<file path="src/logic/mra_pkg.sv">
package mra_pkg;

	// Sizes of the message store and the request sources
	localparam int MSG_COUNT = 10;
	localparam int SRC_COUNT = 11;
	localparam int SRC_BIN = 6;
	localparam logic [3:0] MSG_LAST = 4'h9;

	// Timebase: one-second tick derived from the core clock
	localparam int CLK_HZ = 20_000_000;
	localparam int SEC_PERIOD_MS = 1000;
	localparam int SEC_CYCLES_DEF = (CLK_HZ / 1000) * SEC_PERIOD_MS;
	localparam int SEC_W = 25;

	// Display timing in seconds
	localparam logic [9:0] BLOCK_SEC = 10'h002;
	localparam logic [9:0] ELAPSED_MAX = 10'h3ff;

	// Programmable ranges and defaults
	localparam logic [3:0] PRIO_MIN = 4'h1;
	localparam logic [3:0] PRIO_MAX = 4'h8;
	localparam logic [9:0] TIME_MIN = 10'h001;
	localparam logic [9:0] TIME_MAX = 10'h257;
	localparam logic [9:0] TIMED_DEFAULT_SEC = 10'h005;

	// Standard printable character range
	localparam logic [7:0] CHAR_FIRST = 8'h20;
	localparam logic [7:0] CHAR_LAST = 8'h7e;

	// Message layout on the display
	typedef enum logic [1:0] {
		TYPE_BLOCK1,
		TYPE_BLOCK2,
		TYPE_SCROLL1,
		TYPE_SCROLL2
	} mra_type_e;

	// How a shown message ends by itself
	typedef enum logic [1:0] {
		MODE_LATCHED,
		MODE_TIMED,
		MODE_UNTIL_END,
		MODE_SPARE
	} mra_mode_e;

	// One stored message setting; prio holds level minus one
	typedef struct packed {
		logic [2:0] prio;
		mra_type_e msgType;
		logic flashEnable;
		logic alternateWithIndication;
		logic heldRequest;
		mra_mode_e mode;
		logic [9:0] timeSec;
		logic [2:0] lastBlock;
	} mra_cfg_s;

	// Lowest set bit wins; bit 0 is the highest ranked source
	function automatic logic [4:0] mraFirstSet(input logic [10:0] v);
		logic [4:0] res;
		res = 5'h00;
		for (int i = SRC_COUNT - 1; i >= 0; i--) begin
			if (v[i]) begin
				res = {1'b1, 4'(i)};
			end
		end
		return res;
	endfunction

	// Block messages are the only ones that flash or alternate
	function automatic logic mraIsBlock(input mra_type_e t);
		return (t == TYPE_BLOCK1) || (t == TYPE_BLOCK2);
	endfunction

endpackage

</file>
<file path="src/logic/mra_arbiter.sv">
`timescale 1ns/1ps
module mra_arbiter import mra_pkg::*; #(
	// Cycles per second; shorten for simulation
	parameter int SEC_CYCLES = SEC_CYCLES_DEF
) (
	// Clock and reset
	input wire logic core_clk,
	input wire logic rst,
	// Request pins, asynchronous
	input wire logic [3:0] userReqIn,
	input wire logic [1:0] fkeyReqIn,
	input wire logic binReqIn,
	input wire logic [3:0] binMsgIn,
	input wire logic [3:0] outReqIn,
	input wire logic cancelIn,
	// Source assignment
	input wire logic [10:0] srcEnable,
	input wire logic [43:0] srcMsgMap,
	// Serial port commands, core clock pulses
	input wire logic serReq,
	input wire logic [3:0] serMsg,
	input wire logic serCancel,
	// Message settings write port
	input wire logic cfgWrite,
	input wire logic [3:0] cfgAddr,
	input wire logic [3:0] cfgPrio,
	input wire logic [1:0] cfgType,
	input wire logic cfgFlash,
	input wire logic cfgAlt,
	input wire logic cfgHeld,
	input wire logic [1:0] cfgMode,
	input wire logic [9:0] cfgTime,
	input wire logic [2:0] cfgLastBlock,
	// Display driver
	input wire logic scrollEnd,
	input wire logic [7:0] glyphCode,
	// Display control
	output logic msgShown,
	output logic [3:0] msgIndex,
	output logic msgVisible,
	output logic showIndication,
	output logic [2:0] blockIndex,
	output logic glyphStandard
);

	// All arbiter state
	typedef struct packed {
		logic [10:0] pinMeta;
		logic [10:0] pinSync;
		logic [3:0] binMeta;
		logic [3:0] binSync;
		logic cancelMeta;
		logic cancelSync;
		logic cancelPrev;
		logic [10:0] srcPrev;
		logic [SEC_W-1:0] secCnt;
		logic showing;
		logic [3:0] curMsg;
		logic [3:0] curSrc;
		logic fromSerial;
		logic [9:0] elapsed;
		logic pairPhase;
		logic [2:0] block;
		logic visible;
		logic indic;
		logic glyphOk;
	} mra_state_s;

	mra_state_s r; // Current state
	mra_state_s n; // Next state
	mra_cfg_s cfg; // Settings of the shown message
	logic [29:0] prioVec; // Priority code per message
	logic [9:0] heldVec; // Held flag per message
	logic [3:0] srcMsg [SRC_COUNT]; // Message each source asks for
	logic [10:0] act; // Sources active now
	logic [10:0] rise; // Sources freshly activated
	logic [10:0] heldAct; // Active sources of held messages
	logic [4:0] risePick; // Highest ranked fresh source
	logic [4:0] heldPick; // Highest ranked held source
	logic tick; // One-second strobe
	logic cancelEdge; // Cancel input activation
	logic riseOk; // Fresh request may replace the display
	logic serOk; // Serial request may replace the display
	logic take; // A new message is shown next
	logic endNow; // Shown message ends this cycle
	logic timeUp; // Programmed time has run out
	logic boundary; // Two-second block boundary
	logic anyIdle; // An assigned source is inactive

	mra_cfg_mem u_cfg (
		.core_clk(core_clk),
		.rst(rst),
		.cfgWrite(cfgWrite),
		.cfgAddr(cfgAddr),
		.cfgPrio(cfgPrio),
		.cfgType(cfgType),
		.cfgFlash(cfgFlash),
		.cfgAlt(cfgAlt),
		.cfgHeld(cfgHeld),
		.cfgMode(cfgMode),
		.cfgTime(cfgTime),
		.cfgLastBlock(cfgLastBlock),
		.rdAddr(n.curMsg),
		.rdData(cfg),
		.prioVec(prioVec),
		.heldVec(heldVec)
	);

	// Equal or higher priority may replace; smaller code wins
	function automatic logic beats(input logic [3:0] m, input logic shown,
		input logic [3:0] cur, input logic [29:0] pv);
		return !shown || (pv[m*3 +: 3] <= pv[cur*3 +: 3]);
	endfunction

	// Next-state logic: sync, timebase, arbitration, display timers
	always_comb begin
		n = r;
		// Pins pass two flops before use
		n.pinMeta = {outReqIn, binReqIn, fkeyReqIn, userReqIn};
		n.pinSync = r.pinMeta;
		n.binMeta = binMsgIn;
		n.binSync = r.binMeta;
		n.cancelMeta = cancelIn;
		n.cancelSync = r.cancelMeta;
		n.cancelPrev = r.cancelSync;
		cancelEdge = r.cancelSync && !r.cancelPrev;
		// Free-running shared second counter
		tick = (r.secCnt == SEC_W'(SEC_CYCLES - 1));
		n.secCnt = tick ? '0 : SEC_W'(r.secCnt + 1'b1);
		boundary = tick && r.pairPhase;
		// Source activity, ordered by rank
		anyIdle = 1'b0;
		for (int i = 0; i < SRC_COUNT; i++) begin
			srcMsg[i] = (i == SRC_BIN) ? r.binSync : srcMsgMap[i*4 +: 4];
			act[i] = r.pinSync[i] && srcEnable[i] && srcMsg[i] <= MSG_LAST;
			heldAct[i] = act[i] && heldVec[srcMsg[i]];
			if (srcEnable[i] && srcMsg[i] == r.curMsg && !act[i]) begin
				anyIdle = 1'b1;
			end
		end
		n.srcPrev = act;
		// Fresh edges request, and held sources when idle; a dropped one-shot needs a new one
		rise = act & ~r.srcPrev;
		risePick = mraFirstSet(rise);
		heldPick = mraFirstSet(heldAct);
		riseOk = risePick[4] &&
			beats(srcMsg[risePick[3:0]], r.showing, r.curMsg, prioVec);
		serOk = serReq && serMsg <= MSG_LAST &&
			beats(serMsg, r.showing, r.curMsg, prioVec);
		// Time out once the programmed seconds have passed
		timeUp = (r.elapsed >= cfg.timeSec);
		// Cancellation of the shown message
		endNow = 1'b0;
		if (r.showing) begin
			if (cancelEdge || serCancel) endNow = 1'b1;
			unique case (cfg.mode)
				MODE_LATCHED: ; // Never ends by itself
				MODE_TIMED: begin
					if (!mraIsBlock(cfg.msgType)) begin
						if (timeUp && scrollEnd) endNow = 1'b1;
					end else if (timeUp &&
						(cfg.msgType == TYPE_BLOCK1 ||
						r.elapsed >= BLOCK_SEC) &&
						(cfg.lastBlock == 3'h0 ||
						(boundary && r.block == cfg.lastBlock))) begin
						endNow = 1'b1;
					end
				end
				MODE_UNTIL_END: begin
					if (r.fromSerial) begin
						if (anyIdle) endNow = 1'b1;
					end else if (!act[r.curSrc]) begin
						endNow = 1'b1;
					end
				end
				MODE_SPARE: ; // Treated as latched
			endcase
		end
		// A displaced one-shot is simply never re-raised
		take = riseOk || serOk || (!r.showing && heldPick[4]);
		if (take) begin
			n.showing = 1'b1;
			if (riseOk) begin
				n.curSrc = risePick[3:0];
				n.curMsg = srcMsg[risePick[3:0]];
				n.fromSerial = 1'b0;
			end else if (serOk) begin
				n.curSrc = 4'h0;
				n.curMsg = serMsg;
				n.fromSerial = 1'b1;
			end else begin
				n.curSrc = heldPick[3:0];
				n.curMsg = srcMsg[heldPick[3:0]];
				n.fromSerial = 1'b0;
			end
			n.elapsed = '0;
			n.pairPhase = 1'b0;
			n.block = 3'h0;
			n.visible = 1'b1;
			n.indic = 1'b0;
		end else if (endNow) begin
			n.showing = 1'b0;
			n.visible = 1'b0;
			n.indic = 1'b0;
			n.block = 3'h0;
		end else if (r.showing && tick) begin
			// Seconds on display, saturating
			if (r.elapsed != ELAPSED_MAX) n.elapsed = r.elapsed + 10'h001;
			n.pairPhase = !r.pairPhase;
			// Flash toggles each second, block types only
			n.visible = (cfg.flashEnable && mraIsBlock(cfg.msgType)) ?
				!r.visible : 1'b1;
			if (boundary && mraIsBlock(cfg.msgType)) begin
				// Two seconds message, two seconds indication
				if (cfg.alternateWithIndication) n.indic = !r.indic;
				// Next block only after a message phase
				if (!r.indic) begin
					n.block = (r.block >= cfg.lastBlock) ? 3'h0 :
						r.block + 3'h1;
				end
			end
		end
		// Character code check for the text path
		n.glyphOk = glyphCode >= CHAR_FIRST && glyphCode <= CHAR_LAST;
	end

	// State register; all timers clear at reset
	always_ff @(posedge core_clk) begin
		if (rst) begin
			r <= '0;
		end else begin
			r <= n;
		end
	end

	// Outputs straight from the state register
	assign msgShown = r.showing;
	assign msgIndex = r.curMsg;
	assign msgVisible = r.visible;
	assign showIndication = r.indic;
	assign blockIndex = r.block;
	assign glyphStandard = r.glyphOk;
endmodule // mra_arbiter

</file>
<file path="src/logic/mra_cfg_mem.sv">
`timescale 1ns/1ps
module mra_cfg_mem import mra_pkg::*; (
	// Clock and reset
	input wire logic core_clk,
	input wire logic rst,
	// Write port
	input wire logic cfgWrite,
	input wire logic [3:0] cfgAddr,
	input wire logic [3:0] cfgPrio,
	input wire logic [1:0] cfgType,
	input wire logic cfgFlash,
	input wire logic cfgAlt,
	input wire logic cfgHeld,
	input wire logic [1:0] cfgMode,
	input wire logic [9:0] cfgTime,
	input wire logic [2:0] cfgLastBlock,
	// Read port, data registered
	input wire logic [3:0] rdAddr,
	output mra_cfg_s rdData,
	// Registered per-message views for arbitration
	output logic [29:0] prioVec,
	output logic [9:0] heldVec
);

	// All state of the store
	typedef struct packed {
		mra_cfg_s [MSG_COUNT-1:0] mem;
		mra_cfg_s rd;
		logic [29:0] prio;
		logic [9:0] held;
	} mra_mem_s;

	mra_mem_s r; // Current state
	mra_mem_s n; // Next state
	mra_cfg_s wr; // Entry being written

	// Clamp and store writes, refresh the registered views
	always_comb begin
		n = r;
		wr = r.mem[cfgAddr];
		// Level 1 to 8 kept as 0 to 7
		if (cfgPrio < PRIO_MIN) wr.prio = 3'h0;
		else if (cfgPrio > PRIO_MAX) wr.prio = 3'h7;
		else wr.prio = 3'(cfgPrio - PRIO_MIN);
		wr.msgType = mra_type_e'(cfgType);
		wr.flashEnable = cfgFlash;
		wr.alternateWithIndication = cfgAlt;
		wr.heldRequest = cfgHeld;
		wr.mode = mra_mode_e'(cfgMode);
		wr.lastBlock = cfgLastBlock;
		// Display time held within 1 to 599 s
		if (cfgTime < TIME_MIN) wr.timeSec = TIME_MIN;
		else if (cfgTime > TIME_MAX) wr.timeSec = TIME_MAX;
		else wr.timeSec = cfgTime;
		// Entering timed mode loads the default time
		if (wr.mode == MODE_TIMED && r.mem[cfgAddr].mode != MODE_TIMED) begin
			wr.timeSec = TIMED_DEFAULT_SEC;
		end
		// Addresses past the last message are ignored
		if (cfgWrite && cfgAddr <= MSG_LAST) begin
			n.mem[cfgAddr] = wr;
		end
		// Out-of-range reads return the first entry
		n.rd = (rdAddr <= MSG_LAST) ? n.mem[rdAddr] : n.mem[0];
		for (int i = 0; i < MSG_COUNT; i++) begin
			n.prio[i*3 +: 3] = n.mem[i].prio;
			n.held[i] = n.mem[i].heldRequest;
		end
	end

	// State register
	always_ff @(posedge core_clk) begin
		if (rst) begin
			r <= '0;
		end else begin
			r <= n;
		end
	end

	assign rdData = r.rd;
	assign prioVec = r.prio;
	assign heldVec = r.held;

endmodule // mra_cfg_mem

</file>
<file path="config.mk">
export PLATFORM = sky130hd
export DESIGN_NAME = mra_arbiter
export DESIGN_NICKNAME = d
export VERILOG_FILES = /design/src/logic/mra_pkg.sv /design/src/logic/mra_arbiter.sv /design/src/logic/mra_cfg_mem.sv
export SDC_FILE = /design/constraint.sdc
export NUM_CORES = 1
export LEC_CHECK = 0
export BUFFER_PORTS_ARGS = -buffer_cell sky130_fd_sc_hd__clkbuf_2
export CORE_UTILIZATION = 45
export CTS_CLUSTER_SIZE = 20
export DETAILED_ROUTE_END_ITERATION = 16
export SLEW_MARGIN = 20
export SYNTH_ARGS = -nofsm -noshare
export SYNTH_HDL_FRONTEND = slang
export SYNTH_SLANG_ARGS = --single-unit
</file>
<file path="constraint.sdc">
create_clock -name core_clk -period 8.5 [get_ports core_clk]
set_clock_uncertainty 0.05 [all_clocks]
set_input_delay 0 -clock core_clk [delete_from_list [all_inputs] [get_ports core_clk]]
set_output_delay 0 -clock core_clk [all_outputs]
set_load 0.1 [all_outputs]
</file>
==> flow_summary.json <==
{
  "fin_setup_tns_ps": 0,
  "yosysSeqAreaShare_pct": 34.66,
  "synthMuxAreaShare_pct": 8.948,
  "crit_path_end_kind": "register",
  "rows": 76,
  "slew_headroom_pct": 22.55,
  "h-tree-depth": 2,
  "worst_slew_pin_slew_ps": 1159,
  "path_max_fanout": 17,
  "pwr_density_cell_nw_per_um2": 228.2,
  "rsz0062_at_grt": "false",
  "power_frac_seq_pct": 34.2,
  "worst_slack_ps": 626.9,
  "worst_r2r_endpoint": "u_cfg.rdData[3]",
  "ant_nets": 0,
  "pwr-share-clk_pct": 34.7,
  "vias": 19720,
  "grt_max_degree": 126,
  "status": "finished, final reports clean",
  "syn2layout_area_growth_pct": 14.28,
  "core_area_um2": 43360,
  "routed_wl_mm": 74.00,
  "critPathLaunchType": "register",
  "p_int_uw": 3290,
  "async_flop_share_pct": 0,
  "grt_usage_pct": 32.58,
  "syn-num-nets": 2650,
  "hold_viol_final": 0,
  "nets": 2720,
  "gp_congestion": 1.011,
  "grt_pass1_vias": 18890,
  "numCtsBuffers": 40,
  "wl_per_cell_um": 23.18,
  "slew_viol_final": 0,
  "reg2reg_depth": 27,
  "start_util_pct": 45.95,
  "diodes": 0,
  "yosys.area_share.simple_pct": 21.74,
  "clk_latency_ps": 580,
  "comb_power_share_pct": 31.2,
  "hold_depth": 5,
  "viasPerCell": 6.179,
  "dp_slack_ps": 460.6,
  "hold_class": "input port to register",
  "ys_ff_latch": 345,
  "drtIter0Drc": 2102,
  "synth_enable_flop_cells": 0,
  "place_area_um2": 20830,
  "swShare_pct": 36.69,
  "path_clk_slew_ps": 60,
  "synth_area_per_cell_um2": 7.948,
  "io_buffers": 123,
  "synth.most_common_cell": "nand2_1",
  "p_sw_uw": 1907,
  "synthFlopType": "dfxtp_1",
  "fmax_mhz": 127.0,
  "clock_path_buffers": 3,
  "cap_violations": 0,
  "synth_xor_area_share_pct": 2.461,
  "crit_type": "register to register",
  "die_w_um": 212.4,
  "io_pins": 128,
  "synthAdderAreaFrac_pct": 1.633,
  "grt_first_pass_wirelength_mm": 112.2,
  "hold-path-endpoint": "u_cfg.r[119]",
  "dp_hpwl_mm": 49.59,
  "dieArea_um2": 45130,
  "drcViolationCount": 0,
  "synth_top_family_by_area": "compound AO/OA/AOI/OAI gates",
  "ir_drop_mv": 0.1550,
  "antenna_found_initial": 0,
  "setup_violations": 0,
  "min_from": "cfgWrite",
  "synth_cell_types": 101,
  "final_layout_size_suffix_gt1_share_pct": 14.08,
  "critPathRequiredTime_ps": 8890,
  "r2r_slack_ps": 630,
  "yosys.area.top_type": "dfxtp_1",
  "syn-instance-count": 2507,
  "synth_compound_area_share_pct": 24.58,
  "synthesis.area_um2": 19930,
  "yosysWarnings": 0,
  "fin_area_um2": 22770,
  "period_minus_slack_ps": 7873,
  "cts_tree": "built",
  "cellLeakagePower_uw": 0.008192,
  "reg2reg_from": "r[67]",
  "cts_sinks": 345,
  "synth_commonest_cells": "433 x nand2_1, 345 x dfxtp_1, 259 x a21oi_1, 208 x nor2_1, 121 x clkbuf_1",
  "period_share_pct": 92.62,
  "die_y_um": 212.4,
  "synth_area_leaders": "dfxtp_1 35%, nand2_1 8.2%, a21oi_1 6.5%, mux2i_1 4.1%, nor2_1 3.9%",
  "critPathArrivalTime_ps": 8260,
  "overflow": 0,
  "synth_top_area_share_pct": 34.66,
  "dr.pass1.iters": 6,
  "clockRootBuffer": "clkbuf_16"
}
-- worst max-delay path, stage by stage (launching register included) --
cell and delay [ps]:
dfxtp_1 410, o21ai_1 400, nand2_1 160, o32a_1 360, a211oi_2 460, or2_0 440
nand2_1 100, a311oi_1 540, o21bai_1 350, o211ai_1 260, o22ai_1 220, ha_1 260
nor2b_1 130, o21ai_0 150, a21oi_1 150, a31oi_1 420, nor2_1 100, buf_4 190
nand2b_1 90, o21ai_1 90, a311oi_2 340, o21a_2 360, nor2_4 180, buf_4 240
o21ai_2 360, buf_4 280, a211oi_1 90, or4_1 540
-- how the worst max path moves through the flow --
stage / start / slack (ps) / cells after the start / end
6_report: r[67] / 630 / 27 / u_cfg.rdData[3]
5_1_grt: r[67] / 20 / 29 / u_cfg.rdData[3]
4_1_cts: r[67] / 440 / 31 / u_cfg.rdData[8]
3_5_place_dp: r[67] / 460 / 31 / u_cfg.rdData[8]
3_3_place_gp: r[67] / 590 / 30 / u_cfg.rdData[8]
2_1_floorplan: r[67] / 1980 / 32 / u_cfg.rdData[3]
-- kinds of logic (layout without fill, tap and decap cells) --
family	count (synthesis)	in the layout
AND/OR/NAND/NOR	949	949
AO/OA/AOI/OAI	714	714
flip-flops	345	345
buffers and inverters	279	379
multiplexers	138	138
XOR/XNOR	56	56
adder cells (fa/ha/maj)	26	26
-- power groups by stage --
stage | logic [uW] | clock network [uW] | registers [uW]
after global routing | 1720 | 1900 | 1780
after floorplan | 1070 | 0 | 1770
after global placement | 1530 | 0 | 1810
after detailed placement | 1550 | 0 | 1810
final | 1620 | 1800 | 1780
after CTS | 1580 | 1830 | 1770
-- area by class of cell --
class,count,area [um2]
sequential,345,6907
tap,585,732.0
clock inverter,18,267.8
fill,4156,20590
clock buffer,54,1084
timing repair buffer,236,1617
multi-input combinational,1883,11900
inverter,71,266.5
-- through the flow --
stage,power (uW),instances,hold slack (ps),utilization [%]
after detailed placement,3358,3063,117.3,48.05
after CTS,5178,3192,10.81,52.48
after global routing,5397,3192,60.04,52.52
after global placement,3338,3063,111.5,48.05
after floorplan,2842,2507,26.79,-
final,5197,3192,33.36,52.52
-- timing repair --
action	in CTS	in global routing
gates resized for setup	0	5
setup endpoints to repair	0	15
endpoints found under the hold margin	250	0
setup buffers	0	0
hold buffers	57	0
-- cell usage in the layout (no fill, tap or decap), drive strengths merged, types with 11 or more instances in the layout --
| cell | n |
|---|---|
| dfxtp | 345 |
| nand2b | 18 |
| mux2 | 28 |
| inv | 75 |
| dlygate4sd3 | 57 |
| and3 | 14 |
| o22ai | 27 |
| a221oi | 11 |
| a22o | 19 |
| buf | 57 |
| o2111ai | 12 |
| mux4 | 29 |
| or2 | 11 |
| o21ai | 69 |
| nor4 | 11 |
| nor2b | 51 |
| clkbuf | 176 |
| a21oi | 263 |
| a211oi | 83 |
| xnor2 | 37 |
| ha | 26 |
| nor2 | 215 |
| o211ai | 20 |
| mux2i | 81 |
| a222oi | 13 |
| o32ai | 24 |
| o31ai | 14 |
| nor3 | 58 |
| nand3 | 59 |
| a22oi | 13 |
| a21o | 24 |
| a31oi | 12 |
| xor2 | 19 |
| nand2 | 435 |
| o31a | 12 |
-- metal layers --
layer,up-vias,wire (um),global-route usage (%)
li1,9179,-,-
met1,9453,31250,42.62
met2,923,33650,52.52
met3,169,6581,6.780
met4,0,2521,12.33
met5,-,0,0
Note: power is estimated with default switching activity, not from simulation.
